<file path="src/dpm_host_pkg.sv">
// Constants, timing figures and carrier types for the dual-port memory port controller.
// Assumes a single core clock whose period is given below; pins sampled synchronously.
package dpm_host_pkg;

  // ----------------------------------------------------------------
  // Geometry and clock
  // ----------------------------------------------------------------
  localparam int CLK_PERIOD_PS = 8000;
  localparam int ADDR_W = 12;
  localparam int DATA_W = 8;
  localparam int SEM_IDX_W = 3;
  localparam int SEM_COUNT = 8;
  localparam int TMR_W = 4;

  // Mailbox words at the top of the array
  localparam logic [ADDR_W-1:0] LEFT_MAIL_ADDR = 12'hFFE;
  localparam logic [ADDR_W-1:0] RIGHT_MAIL_ADDR = 12'hFFF;
  localparam logic [DATA_W-1:0] SEM_FREE_DATA = 8'hFF;

  // ----------------------------------------------------------------
  // Pin timing in ns
  // ----------------------------------------------------------------
  localparam int FLAG_DELAY_FROM_MATCH_NS = 15;
  localparam int FLAG_DELAY_FROM_SELECT_NS = 15;
  localparam int FLAG_UPDATE_PULSE_TIME_NS = 10;
  localparam int FLAG_WRITE_TO_READ_TIME_NS = 5;
  localparam int OUTPUT_ENABLE_ACCESS_TIME_NS = 15;
  localparam int READ_ACCESS_NS = 15;
  localparam int WRITE_PULSE_NS = 12;

  // Least time in ns to whole clock cycles, never below one
  function automatic int cycles_up(input int ns);
    int c;
    c = (ns * 1000 + CLK_PERIOD_PS - 1) / CLK_PERIOD_PS;
    return (c < 1) ? 1 : c;
  endfunction : cycles_up

  localparam int BUSY_SETTLE_CYC = cycles_up((FLAG_DELAY_FROM_MATCH_NS > FLAG_DELAY_FROM_SELECT_NS) ?
                                             FLAG_DELAY_FROM_MATCH_NS : FLAG_DELAY_FROM_SELECT_NS);
  localparam int WRITE_PULSE_CYC = cycles_up(WRITE_PULSE_NS);
  localparam int WRITE_HOLD_CYC = 1;
  localparam int READ_CYC = cycles_up(READ_ACCESS_NS);
  localparam int FLAG_GAP_CYC = cycles_up(FLAG_UPDATE_PULSE_TIME_NS);
  localparam int SEM_READBACK_CYC = cycles_up(FLAG_WRITE_TO_READ_TIME_NS + OUTPUT_ENABLE_ACCESS_TIME_NS);

  // ----------------------------------------------------------------
  // Commands
  // ----------------------------------------------------------------
  localparam logic [2:0] OP_MEM_RD = 3'h0;
  localparam logic [2:0] OP_MEM_WR = 3'h1;
  localparam logic [2:0] OP_SEM_RD = 3'h2;
  localparam logic [2:0] OP_SEM_WR = 3'h3;
  localparam logic [2:0] OP_SEM_TAKE = 3'h4;
  localparam logic [2:0] OP_MAIL_POST = 3'h5;
  localparam logic [2:0] OP_MAIL_TAKE = 3'h6;

  typedef struct packed {
    logic [2:0] op;
    logic [ADDR_W-1:0] addr;
    logic [DATA_W-1:0] data;
  } cmd_t;

  typedef struct packed {
    logic [DATA_W-1:0] data;
    logic grant;
  } rsp_t;

  typedef struct packed {
    logic ce_n;
    logic oe_n;
    logic wr_n;
    logic sem_n;
    logic [ADDR_W-1:0] addr;
    logic [DATA_W-1:0] dq;
    logic dq_oe;
  } pin_out_t;

  localparam pin_out_t PIN_IDLE = '{ce_n: 1'b1, oe_n: 1'b1, wr_n: 1'b1, sem_n: 1'b1,
                                    addr: 12'h000, dq: 8'h00, dq_oe: 1'b0};

endpackage : dpm_host_pkg

</file>
<file path="src/dpm_wait_timer.sv">
// Down counter that times pin phases of the port controller.
// Assumes load values of at least one; done is high once the count has run out.
`timescale 1ns/1ps
module dpm_wait_timer #(
  parameter int W = 4
) (
  input wire logic clk, // Core clock
  input wire logic arst_n, // Asynchronous reset, low active
  input wire logic load, // Start a new wait
  input wire logic [W-1:0] load_val, // Cycles to wait
  output logic done // Wait has run out
);
  import dpm_host_pkg::*;

  // ----------------------------------------------------------------
  // Parameter check
  // ----------------------------------------------------------------
  if (W < 1 || W > 16)
  begin : g_chk
    $error("Timer width out of range");
  end

  typedef struct packed {
    logic [W-1:0] cnt;
  } tmr_t;

  tmr_t q;
  tmr_t d;

  // Load or count down to zero
  always_comb
  begin
    d = q;
    if (load)
    begin
      d.cnt = load_val;
    end
    else if (q.cnt != '0)
    begin
      d.cnt = q.cnt - {{(W-1){1'b0}}, 1'b1};
    end
  end

  // State register
  always_ff @(posedge clk or negedge arst_n)
  begin
    if (!arst_n)
    begin
      q <= '0;
    end
    else
    begin
      q <= d;
    end
  end

  assign done = (q.cnt == '0);

endmodule : dpm_wait_timer

</file>
<file path="src/dpm_port_host.sv">
// Controller that drives one port of an asynchronous dual-port memory with
// mailbox flags, busy arbitration and eight semaphore latches.
// Assumes memory pins are sampled synchronously to CORE_CLK; the other port is
// driven by an independent controller.
// Summary of operation
// - Delay write until busy input has settled
// - Semaphore access: select low, chip select high
// - Deselect for pulse time before semaphore readback
// - Write one to every semaphore after reset
// - Selects decode access; both low is illegal
`timescale 1ns/1ps
module dpm_port_host #(
  parameter bit IS_LEFT = 1'b1 // Port side this controller drives
) (
  input wire logic CORE_CLK, // Core clock
  input wire logic ARST_N, // Asynchronous reset, low active
  input wire logic CMD_VALID, // Command offered
  input wire dpm_host_pkg::cmd_t CMD, // Operation, address, write data
  output logic CMD_READY, // Command accepted while high
  output logic RSP_VALID, // Command finished, one-cycle pulse
  output dpm_host_pkg::rsp_t RSP, // Read data and semaphore grant
  output logic MAIL_PEND, // Mailbox flag of this port is set
  output dpm_host_pkg::pin_out_t PIN_OUT, // Memory control, address and data drive
  input wire logic [dpm_host_pkg::DATA_W-1:0] PIN_DQ_IN, // Memory data lines
  input wire logic BUSY_N_IN, // Busy flag of this port, low active
  input wire logic INT_N_IN // Mailbox flag of this port, low active
);
  import dpm_host_pkg::*;

  // ----------------------------------------------------------------
  // Parameter checks
  // ----------------------------------------------------------------
  if (BUSY_SETTLE_CYC >= (1 << TMR_W) || WRITE_PULSE_CYC >= (1 << TMR_W) || READ_CYC >= (1 << TMR_W) ||
      FLAG_GAP_CYC >= (1 << TMR_W) || SEM_READBACK_CYC >= (1 << TMR_W))
  begin : g_chk
    $error("Phase count exceeds timer width");
  end

  localparam logic [TMR_W-1:0] T_SETTLE = TMR_W'(BUSY_SETTLE_CYC);
  localparam logic [TMR_W-1:0] T_PULSE = TMR_W'(WRITE_PULSE_CYC);
  localparam logic [TMR_W-1:0] T_HOLD = TMR_W'(WRITE_HOLD_CYC);
  localparam logic [TMR_W-1:0] T_READ = TMR_W'(READ_CYC);
  localparam logic [TMR_W-1:0] T_GAP = TMR_W'(FLAG_GAP_CYC);
  localparam logic [TMR_W-1:0] T_SEMRD = TMR_W'(SEM_READBACK_CYC);
  localparam logic [ADDR_W-1:0] POST_ADDR = IS_LEFT ? RIGHT_MAIL_ADDR : LEFT_MAIL_ADDR;
  localparam logic [ADDR_W-1:0] OWN_ADDR = IS_LEFT ? LEFT_MAIL_ADDR : RIGHT_MAIL_ADDR;
  localparam logic [SEM_IDX_W-1:0] SEM_LAST = SEM_IDX_W'(SEM_COUNT - 1);

  typedef enum logic [5:0] {
    S_IDLE = 6'h01,
    S_SETUP = 6'h02,
    S_STROBE = 6'h04,
    S_HOLD = 6'h08,
    S_GAP = 6'h10,
    S_READ = 6'h20
  } state_t;

  typedef struct packed {
    state_t st;
    pin_out_t pin;
    cmd_t cur;
    logic init_busy;
    logic [SEM_IDX_W-1:0] init_idx;
    logic cmd_ready;
    logic rsp_valid;
    rsp_t rsp;
    logic mail_pend;
  } ctl_t;

  localparam ctl_t RST_VAL = '{st: S_IDLE, pin: PIN_IDLE, cur: '0, init_busy: 1'b1, init_idx: '0,
                               cmd_ready: 1'b0, rsp_valid: 1'b0, rsp: '0, mail_pend: 1'b0};

  ctl_t q;
  ctl_t d;
  logic tmr_load;
  logic [TMR_W-1:0] tmr_val;
  logic tmr_done;

  // ----------------------------------------------------------------
  // Helpers
  // ----------------------------------------------------------------
  function automatic logic is_sem(input logic [2:0] op);
    return (op == OP_SEM_RD) || (op == OP_SEM_WR) || (op == OP_SEM_TAKE);
  endfunction : is_sem

  function automatic logic is_write(input logic [2:0] op);
    return (op == OP_MEM_WR) || (op == OP_SEM_WR) || (op == OP_SEM_TAKE) || (op == OP_MAIL_POST);
  endfunction : is_write

  // Present address and one select; the other select stays high
  function automatic pin_out_t select_pins(input cmd_t c);
    pin_out_t p;
    p = PIN_IDLE;
    p.sem_n = ~is_sem(c.op);
    p.ce_n = is_sem(c.op);
    if (is_sem(c.op))
    begin
      p.addr = {{(ADDR_W-SEM_IDX_W){1'b0}}, c.addr[SEM_IDX_W-1:0]};
    end
    else
    begin
      p.addr = c.addr;
    end
    return p;
  endfunction : select_pins

  // ----------------------------------------------------------------
  // Timer
  // ----------------------------------------------------------------
  dpm_wait_timer #(
    .W(TMR_W)
  ) u_timer (
    .clk(CORE_CLK),
    .arst_n(ARST_N),
    .load(tmr_load),
    .load_val(tmr_val),
    .done(tmr_done)
  );

  // Sequencer for memory, semaphore and mailbox accesses
  always_comb
  begin
    d = q;
    tmr_load = 1'b0;
    tmr_val = '0;
    d.rsp_valid = 1'b0;
    d.mail_pend = ~INT_N_IN;
    case (q.st)
      S_IDLE:
      begin
        if (q.init_busy)
        begin
          // Free every latch from this side after reset
          d.cur.op = OP_SEM_WR;
          d.cur.addr = {{(ADDR_W-SEM_IDX_W){1'b0}}, q.init_idx};
          d.cur.data = SEM_FREE_DATA;
          d.pin = select_pins(d.cur);
          d.st = S_SETUP;
          tmr_load = 1'b1;
          tmr_val = T_SETTLE;
        end
        else if (CMD_VALID && q.cmd_ready)
        begin
          d.cur = CMD;
          if (CMD.op == OP_MAIL_POST)
          begin
            d.cur.op = OP_MEM_WR;
            d.cur.addr = POST_ADDR;
          end
          else if (CMD.op == OP_MAIL_TAKE)
          begin
            d.cur.op = OP_MEM_RD;
            d.cur.addr = OWN_ADDR;
          end
          d.pin = select_pins(d.cur);
          d.cmd_ready = 1'b0;
          d.st = S_SETUP;
          tmr_load = 1'b1;
          tmr_val = T_SETTLE;
        end
      end
      S_SETUP:
      begin
        // Memory accesses wait for the busy flag to settle and release
        if (tmr_done && (is_sem(q.cur.op) || BUSY_N_IN))
        begin
          tmr_load = 1'b1;
          if (is_write(q.cur.op))
          begin
            d.pin.wr_n = 1'b0;
            d.pin.dq = q.cur.data;
            d.pin.dq_oe = 1'b1;
            d.st = S_STROBE;
            tmr_val = T_PULSE;
          end
          else
          begin
            d.pin.oe_n = 1'b0;
            d.st = S_READ;
            tmr_val = T_READ;
          end
        end
      end
      S_STROBE:
      begin
        // Raise the strobe first; select and data held one more phase
        if (tmr_done)
        begin
          d.pin.wr_n = 1'b1;
          d.st = S_HOLD;
          tmr_load = 1'b1;
          tmr_val = T_HOLD;
        end
      end
      S_HOLD:
      begin
        if (tmr_done)
        begin
          d.pin = PIN_IDLE;
          tmr_load = 1'b1;
          if (q.cur.op == OP_SEM_TAKE)
          begin
            d.st = S_GAP;
            tmr_val = T_GAP;
          end
          else
          begin
            d.st = S_IDLE;
            d.rsp.grant = 1'b0;
            if (q.init_busy)
            begin
              d.init_idx = q.init_idx + {{(SEM_IDX_W-1){1'b0}}, 1'b1};
              d.init_busy = (q.init_idx != SEM_LAST);
              d.cmd_ready = (q.init_idx == SEM_LAST);
            end
            else
            begin
              d.rsp_valid = 1'b1;
              d.cmd_ready = 1'b1;
            end
          end
        end
      end
      S_GAP:
      begin
        // Select deasserted for the flag update time, then read back
        if (tmr_done)
        begin
          d.cur.op = OP_SEM_RD;
          d.pin = select_pins(d.cur);
          d.pin.oe_n = 1'b0;
          d.st = S_READ;
          tmr_load = 1'b1;
          tmr_val = T_SEMRD;
        end
      end
      S_READ:
      begin
        if (tmr_done)
        begin
          d.rsp.data = PIN_DQ_IN;
          d.rsp.grant = is_sem(q.cur.op) && !PIN_DQ_IN[0];
          d.pin = PIN_IDLE;
          d.rsp_valid = 1'b1;
          d.cmd_ready = 1'b1;
          d.st = S_IDLE;
        end
      end
      default:
      begin
        d = RST_VAL;
      end
    endcase
  end

  // State register
  always_ff @(posedge CORE_CLK or negedge ARST_N)
  begin
    if (!ARST_N)
    begin
      q <= RST_VAL;
    end
    else
    begin
      q <= d;
    end
  end

  // ----------------------------------------------------------------
  // Outputs straight from the state register
  // ----------------------------------------------------------------
  assign CMD_READY = q.cmd_ready;
  assign RSP_VALID = q.rsp_valid;
  assign RSP = q.rsp;
  assign MAIL_PEND = q.mail_pend;
  assign PIN_OUT = q.pin;

endmodule : dpm_port_host

</file>
<file path="config.mk">
export PLATFORM = sky130hd
export DESIGN_NAME = dpm_port_host
export DESIGN_NICKNAME = d
export VERILOG_FILES = /design/src/dpm_host_pkg.sv /design/src/dpm_wait_timer.sv /design/src/dpm_port_host.sv
export SDC_FILE = /design/constraint.sdc
export NUM_CORES = 1
export LEC_CHECK = 0
export BUFFER_PORTS_ARGS = -buffer_cell sky130_fd_sc_hd__buf_2
export CORE_UTILIZATION = 30
export DETAILED_ROUTE_END_ITERATION = 10
export GPL_ROUTABILITY_DRIVEN = 0
export SKIP_LAST_GASP = 1
export SLEW_MARGIN = 10
export SYNTH_ARGS = -nofsm -noshare
export SYNTH_HDL_FRONTEND = slang
export SYNTH_SLANG_ARGS = --single-unit
</file>
<file path="constraint.sdc">
create_clock -name CORE_CLK -period 4.7 [get_ports CORE_CLK]
set_clock_uncertainty 0.1 [all_clocks]
set_input_delay 0.705 -clock CORE_CLK [delete_from_list [all_inputs] [get_ports CORE_CLK]]
set_output_delay 0.705 -clock CORE_CLK [all_outputs]
set_load 0.02 [all_outputs]
</file>
* After elaboration in Yosys (flattened, before gate mapping)
Index checks and enable logic that the tools add are counted.
** Storage, ports and cells
- Bits in registers :: 65
- Output and inout port bits :: 37
- Input bits :: 36
** Cells by class
- Equal/unequal tests :: 30
- Reductions and logical operators :: 36
- $add $sub $neg :: 2
- Multiplexer cells :: 60
- Bitwise gates (word level) :: 10
** Operator list (count)
- 54-bit 2-to-1 mux :: 2
- 15-bit 2-to-1 mux :: 5
- 13-bit one-hot mux with 5 select lines :: 1
- 31-bit 2-to-1 mux :: 2
- 9-bit one-hot mux with 6 select lines :: 1
- 6-bit one-hot mux with 6 select lines :: 1
- 34-bit 2-to-1 mux :: 1
- 6-bit 2-to-1 mux :: 5
- 2-bit inequality test (second input constant) :: 11
- 11-bit one-hot mux with 2 select lines :: 1
- 7-bit AND reduction :: 3
- 3-bit == test (second input constant) :: 6
- 9-bit 2-to-1 mux :: 2
- 8-bit one-hot mux with 2 select lines :: 1
- 1-bit 2-to-1 mux :: 15
- 5-bit OR reduction :: 3
- 2-bit 2-to-1 mux :: 7
- 3-bit by 2-bit == test with 1-bit output (second input constant) :: 4
- 12-bit 2-to-1 mux :: 1
- 4-bit 2-to-1 mux :: 3
- 1-bit one-hot mux with 6 select lines :: 2
- 6-bit AND reduction :: 2
- 11-bit 2-to-1 mux :: 1
- 1-bit inverter :: 10
- 32 further kinds :: 48

* Logic depth before layout (Yosys ltp)
Gate-level depths: netlist of the first run.
- Depth after elaboration :: 13
- Depth in mapped cells :: 9
- Gate-level depth less buffers :: 7

* Modules after synthesis
From an unflattened synthesis of the first run, not the netlist that was laid out.
** Unflattened totals
- Cell total of the unflattened synthesis :: 363
- Area, all modules :: 3558.4 um^2
** By module, submodules not included
- dpm_port_host :: sequential area each 1534.0 um^2, area each 3325.7 um^2, cells each 340, instances 1
- dpm_wait_timer :: sequential area each 100.1 um^2, area each 232.7 um^2, cells each 23, instances 1

* Worst setup path after synthesis of the first run
OpenSTA, ideal clock, no wires.
- Path kind :: register to register
- From :: register u_timer.q[0] (netlist name)
- To :: register q, in the netlist PIN_OUT[2]
- Setup time :: 121 ps
- Path buffers :: 2
- Slack :: 2452 ps
- Clock period less this slack :: 2248 ps
- Data required time :: 4479 ps
- Arrival time :: 2027 ps
- Stages on the path, launching flop included :: 10
- Cell sequence :: dfrtp_1 -> inv_1 -> ha_1 -> or3b_1 -> buf_2 -> o2111ai_1 -> nand3_1 -> or3_1 -> buf_2 -> a22o_1
** On the way
- Word-level cells in the longest chain between the ends :: 4
- Elaborated cells between the ends (all ways) :: 7
** Ends and longest elaborated chain
- start: declaration :: RTL line dpm_wait_timer.sv:27 : tmr_t q;
- start signal: assignment :: RTL line dpm_wait_timer.sv:49 : q <= '0;
- start signal: assignment :: RTL line dpm_wait_timer.sv:53 : q <= d;
- 4-bit logical NOT (*) :: RTL line dpm_wait_timer.sv:57 : assign done = (q.cnt == '0);
- 1-bit logical AND :: RTL line dpm_port_host.sv:165 : if (tmr_done && (is_sem(q.cur.op) || BUSY_N_IN))
- 2-bit inequality test (no line)
- 7-bit AND reduction (no line) (*)
- end signal: assignment :: RTL line dpm_port_host.sv:261 : q <= RST_VAL;
- end signal: assignment :: RTL line dpm_port_host.sv:265 : q <= d;
- end: declaration :: RTL line dpm_port_host.sv:73 : ctl_t q;
Every way passes the cells marked *; elsewhere a longest branch is shown, timed or not.
A chain may end at the register's enable or synchronous reset.

* Worst setup path after layout of the first run
- From :: register u_timer.q[0] (netlist name)
- To :: register q, in the netlist PIN_OUT[9]
** On the way
- Word-level cells in the longest chain between the ends :: 3
- Elaborated cells between the ends (all ways) :: 5
** Ends and longest elaborated chain (RTL line)
- 4-bit logical NOT (*) :: dpm_wait_timer.sv:57
- 2-bit inequality test (no line)
- 5-bit AND reduction (no line) (*)
Marked as above.

==> impl_metrics.ini, run 1 <==
[global_route]
grt_use_total_pct = 15.2
antenna_found_initial = 0
grt_max_degree = 35
grt_pass1_wl_um = 13300
overflow = 0
grt_pass1_vias = 2602

[hold_path]
hold_path_class = primary input to async pin

[setup_path]
startpoint_type = flop
path_cells = inv_1, ha_1, or3b_1, o2111ai_1, nand4_1, nor2b_1, a21oi_1
critical_path_arrival_ns = 2.97
crit_slowest_cell = nand4_1
endpoint_kind = flop
cp_max_fo = 28
critPathRequiredTime_ns = 4.85
slowest_delay_ns = 0.75
critPathKind = flop to flop

[timing]
finalCritPeriodShare_pct = 59.9
rsz0062_at_grt = no
hold_viol = 0
tightest_slew_ns = 0.895
min_period_ns = 2.82
setup_viol = 0
tns_ns = 0
fmax_ghz = 0.355
drv_slew = 0
slew_headroom_pct = 40.2

[die]
start_util_pct = 31.1
dieHeight_um = 109
rows = 38
io_pins = 73
die_area_mm2 = 0.0118
design.core.area_mm2 = 0.0110
die_w_um = 109

[finish]
area_delta_synth_final_pct = 14.3
nFillCells = 1115
final_cell_area_mm2 = 0.00391
fin_nets = 419
antenna_cells = 0
layout-drive-gt1-share_pct = 27.6

[drt]
routedWlPerCell_um = 15.9
dr.pass1.iters = 4
drc_errors = 0
wirelength_um = 8340
via_count = 2625
antenna_left = 0
drt_iter0_drc = 171
vias_per_cell = 5.01

[run_status]
status = completed

[yosys]
yosysUniqueCellTypes = 54
synth.avg_cell_area_um2 = 9.92
synth.top_cell.area_share_pct = 43.2
syn_nets = 385
yosys_warnings = 0
yosysSeqAreaShare_pct = 47.8
yosys-top-cells-count = 59 x dfrtp_1, 42 x o21ai_0, 34 x buf_4
synth-seq-cells = 65
ys.flop_type = dfrtp_1
synth_edf_count = 0
yosysTopAreaCell = dfrtp_1
synthArstFlopShare_pct = 100
synth_area_leaders = dfrtp_1 43%, buf_4 7.5%, o21ai_0 6.1%
synth_area_mm2 = 0.00342
yosysMostFrequentCell = dfrtp_1
synthCells = 345

[clocking]
clock_sinks = 65
cts_root_buffer = clkbuf_16
cts_tree = done
clkSlewWorstSetupHoldPaths_ns = 0.06
clock_path_buffers = 2
clk_latency_ns = 0.33
numCtsBuffers = 9
post_cts_buffers = 0
ctsHoldBuffers = 0
cts_resized = 0
htreeDepth = 3

[place]
io_buffers = 72
post-dp-hpwl_um = 5960
placed_cell_area_mm2 = 0.00364

[run]
max-cap-violations = 0

[power_and_ir_drop]
p_leak_uw = 0.00183
pwr_density_cell_mw_per_mm2 = 309
ir_drop_mv = 0.127
## worst max-delay path: cells and delay by family, from the launching register on
kind            cells  cell delay (ns)
simple gates        3             1.65
buf+inv             1             0.10
flops               1             0.41
compound gates      2             0.30
fa+ha+maj           1             0.18
## routing by layer
metal  part of all wire (%)  GRT usage, %  wire (um)
met5                      0             0          0
met4                    2.0          8.49        165
met3                    6.0          3.29        498
met2                     46          23.0       3870
met1                     46          20.0       3810
## cells in the final DEF (no fill, tap or decap), types with 2 or more instances in the layout
| master | count |
|---|---|
| buf_2 | 72 |
| dfrtp_1 | 59 |
| o21ai_0 | 42 |
| nand2_1 | 21 |
| a22o_1 | 18 |
| nor2_1 | 17 |
| a21oi_1 | 15 |
| inv_1 | 12 |
| nor3_1 | 12 |
| clkbuf_16 | 9 |
| nor2b_1 | 8 |
| mux2i_1 | 8 |
| nand3_1 | 7 |
| dfstp_2 | 6 |
| o31ai_1 | 5 |
| or3_1 | 4 |
| and2_1 | 4 |
| o22ai_1 | 4 |
| mux2_2 | 4 |
| ha_1 | 4 |
| xor2_1 | 3 |
| nand2b_1 | 3 |
| clkinvlp_4 | 3 |
| clkinv_2 | 3 |
| nor3b_1 | 2 |
| nand4b_1 | 2 |
| a21o_1 | 2 |
| nor4b_1 | 2 |
| xnor2_1 | 2 |
| o2111ai_1 | 2 |
| nand4_1 | 2 |
| o311a_1 | 2 |
| mux2_1 | 2 |
| buf_4 | 2 |
## power breakdown
| group | leakage (uW) | switching (uW) | total [uW] | internal (uW) |
|---|---|---|---|---|
| registers | 0.000803 | 0.120 | 561 | 560 |
| logic | 0.000901 | 21.4 | 34.3 | 12.9 |
| clock network | 0.000128 | 260 | 615 | 355 |
| total | 0.00183 | 281 | 1210 | 929 |
## state kept, by name, indices dropped and copies added (netlist names)
register / count
u_timer.q: 4
RSP_VALID: 1
PIN_OUT: 25
CMD_READY: 1
q: 24
RSP: 9
MAIL_PEND: 1
## layout make-up
type | instances | area, um^2 | area share [%]
Sequential cell | 65 | 1630 | 41.8
Multi-Input combinational cell | 217 | 1410 | 36.0
Timing Repair Buffer | 74 | 375 | 9.60
Clock buffer | 9 | 225 | 5.76
Tap cell | 140 | 175 | 4.48
Clock inverter | 7 | 46.3 | 1.18
Inverter | 12 | 45.0 | 1.15
## logic make-up (layout without fill, tap and decap cells)
kind of cell	count (synthesis)	count (layout)	share of synthesized area, %
adders and majority gates	4	4	1.46
xor gates and xnor gates	5	5	1.28
and+or+nand+nor	92	92	14.3
buffers and inverters	63	102	11.0
DFF	65	65	47.8
AOI/OAI and AO/OA	102	102	19.8
muxes	14	14	4.32
## worst paths after layout
check	startpoint	slack, ns	endpoint	depth (start not counted)
worst max-delay path	u_timer.q[0]	1.88	PIN_OUT[9]	7
worst min-delay path	ARST_N	0.33	RSP[1]	1
worst max register to register	u_timer.q[0]	1.88	PIN_OUT[9]	7
worst min register to register	PIN_OUT[0]	0.38	PIN_OUT[0]	1
max in group asynchronous	ARST_N	3.22	PIN_OUT[21]	2
min in group CORE_CLK	PIN_OUT[0]	0.38	PIN_OUT[0]	1
## through the flow
stage	setup WS, ns	total power [uW]	hold slack (ns)	utilization [%]	std cells
final	1.88	1210	0.333	35.6	524
after floorplan	2.45	576	0.309	-	345
after CTS	1.85	1220	0.365	35.6	524
after global routing	1.47	1260	0.396	35.6	524
after detailed placement	1.88	606	0.365	33.1	508
after global placement	1.98	606	0.360	33.1	508
No activity file was read; power rests on OpenSTA's default activity.
==> inputs of run 2 (changes only) <==
==> constraint.sdc (replaced) <==
create_clock -name CORE_CLK -period 2.7 [get_ports CORE_CLK]
set_clock_uncertainty 0.1 [all_clocks]
set_input_delay 0.405 -clock CORE_CLK [delete_from_list [all_inputs] [get_ports CORE_CLK]]
set_output_delay 0.405 -clock CORE_CLK [all_outputs]
set_load 0.02 [all_outputs]
==> impl_metrics.ini, run 2 (synthesis results as in run 1) <==
[drt]
drt_iter0_drc = 238
routedWlPerCell_um = 15.6
via_count = 2680
vias_per_cell = 5.04
wirelength_um = 8320
dr.pass1.iters = 4
antenna_left = 0
drc_errors = 0

[setup_path]
endpoint_kind = flop
r2r_end = PIN_OUT[6]
ff2ff_path_depth = 7
r2r_start = u_timer.q[0]
cp_max_fo = 9
critical_path_arrival_ns = 2.55
startpoint_type = flop
critPathRequiredTime_ns = 2.81
rrSetupSlack_ns = 0.27
critPathKind = flop to flop

[timing]
hold_slack_ns = 0.0320
tightest_slew_ns = 0.756
finalCritPeriodShare_pct = 90.0
hold_viol = 0
fmax_ghz = 0.411
rsz0062_at_grt = no
drv_slew = 0
tns_ns = 0
setup_viol = 0
min_period_ns = 2.43
slew_headroom_pct = 49.5

[finish]
final_cell_area_mm2 = 0.00401
layout-drive-gt1-share_pct = 29.1
fin_nets = 427
area_delta_synth_final_pct = 17.3
antenna_cells = 0
largest_reg_flops = 25
layout_commonest_cell = buf_2
final_cell_mix = 72 x buf_2, 59 x dfrtp_1, 42 x o21ai_0

[clocking]
clkSlewWorstSetupHoldPaths_ns = 0.06
cts_root_buffer = clkbuf_16
clock_sinks = 65
clock_path_buffers = 2
ctsHoldBuffers = 0
clk_latency_ns = 0.33
numCtsBuffers = 9
cts_tree = done
cts_resized = 0
htreeDepth = 3
post_cts_buffers = 0

[run]
max-cap-violations = 0

[global_route]
overflow = 0
grt_pass1_vias = 2542
antenna_found_initial = 0
grt_pass1_wl_um = 13300
grt_use_total_pct = 15.1
grt_max_degree = 31

[die]
start_util_pct = 31.1
dieHeight_um = 109
die_area_mm2 = 0.0118
design.core.area_mm2 = 0.0110
die_w_um = 109
io_pins = 73
rows = 38

[run_status]
status = completed

[power_and_ir_drop]
p_leak_uw = 0.00189
pwr_density_cell_mw_per_mm2 = 551
ir_drop_mv = 0.507

[place]
post-dp-hpwl_um = 6040
io_buffers = 72
placed_cell_area_mm2 = 0.00371

[hold_path]
hold_path_class = primary input to async pin
[run 2: routing by layer]
| metal | routed length (um) | track usage (%) | up-vias |
|---|---|---|---|
| li1 | - | - | 1282 |
| met1 | 3770 | 20.2 | 1291 |
| met2 | 3900 | 23.2 | 97 |
| met3 | 459 | 3.23 | 10 |
| met4 | 188 | 6.76 | 0 |
| met5 | 0 | 0 | - |
[run 2: final cells by class]
| type | count | area (um^2) |
|---|---|---|
| Sequential cell | 65 | 1630 |
| Clock inverter | 7 | 76.3 |
| Timing Repair Buffer | 82 | 448 |
| Multi-Input combinational cell | 217 | 1410 |
| Fill cell | 1132 | 6970 |
| Tap cell | 140 | 175 |
| Inverter | 12 | 45.0 |
| Clock buffer | 9 | 225 |
[run 2: critical path: stages, from the launching register on]
cell	delay, ns
dfrtp_1	0.40
inv_1	0.09
ha_1	0.18
or3b_1	0.37
o2111ai_1	0.17
nand3_1	0.18
or3_1	0.57
a22o_1	0.25
[run 2: worst max-delay path by stage]
stage	start	end	cells after the start
floorplan	u_timer.q[0]	PIN_OUT[2]	9
global placement	u_timer.q[0]	q[69]	7
detailed placement	u_timer.q[0]	PIN_OUT[6]	7
CTS	u_timer.q[0]	PIN_OUT[6]	7
global route	u_timer.q[0]	PIN_OUT[6]	7
finish	u_timer.q[0]	PIN_OUT[6]	7
[run 2: per-stage QoR]
step | setup slack [ns] | total power [uW] | std cells | utilization, %
2_1_floorplan | 0.452 | 1000 | 345 | -
3_3_place_gp | 0.309 | 1060 | 516 | 33.8
3_5_place_dp | 0.272 | 1060 | 516 | 33.8
4_1_cts | 0.254 | 2240 | 532 | 36.5
5_1_grt | 0.174 | 2280 | 532 | 36.5
6_report | 0.270 | 2210 | 532 | 36.5
[run 2: where the power goes]
group	internal, uW	switching [uW]	leakage [uW]
clock network	720	452	0.000142
registers	976	0.215	0.000803
logic	25.3	38.5	0.000943
total	1720	490	0.00189
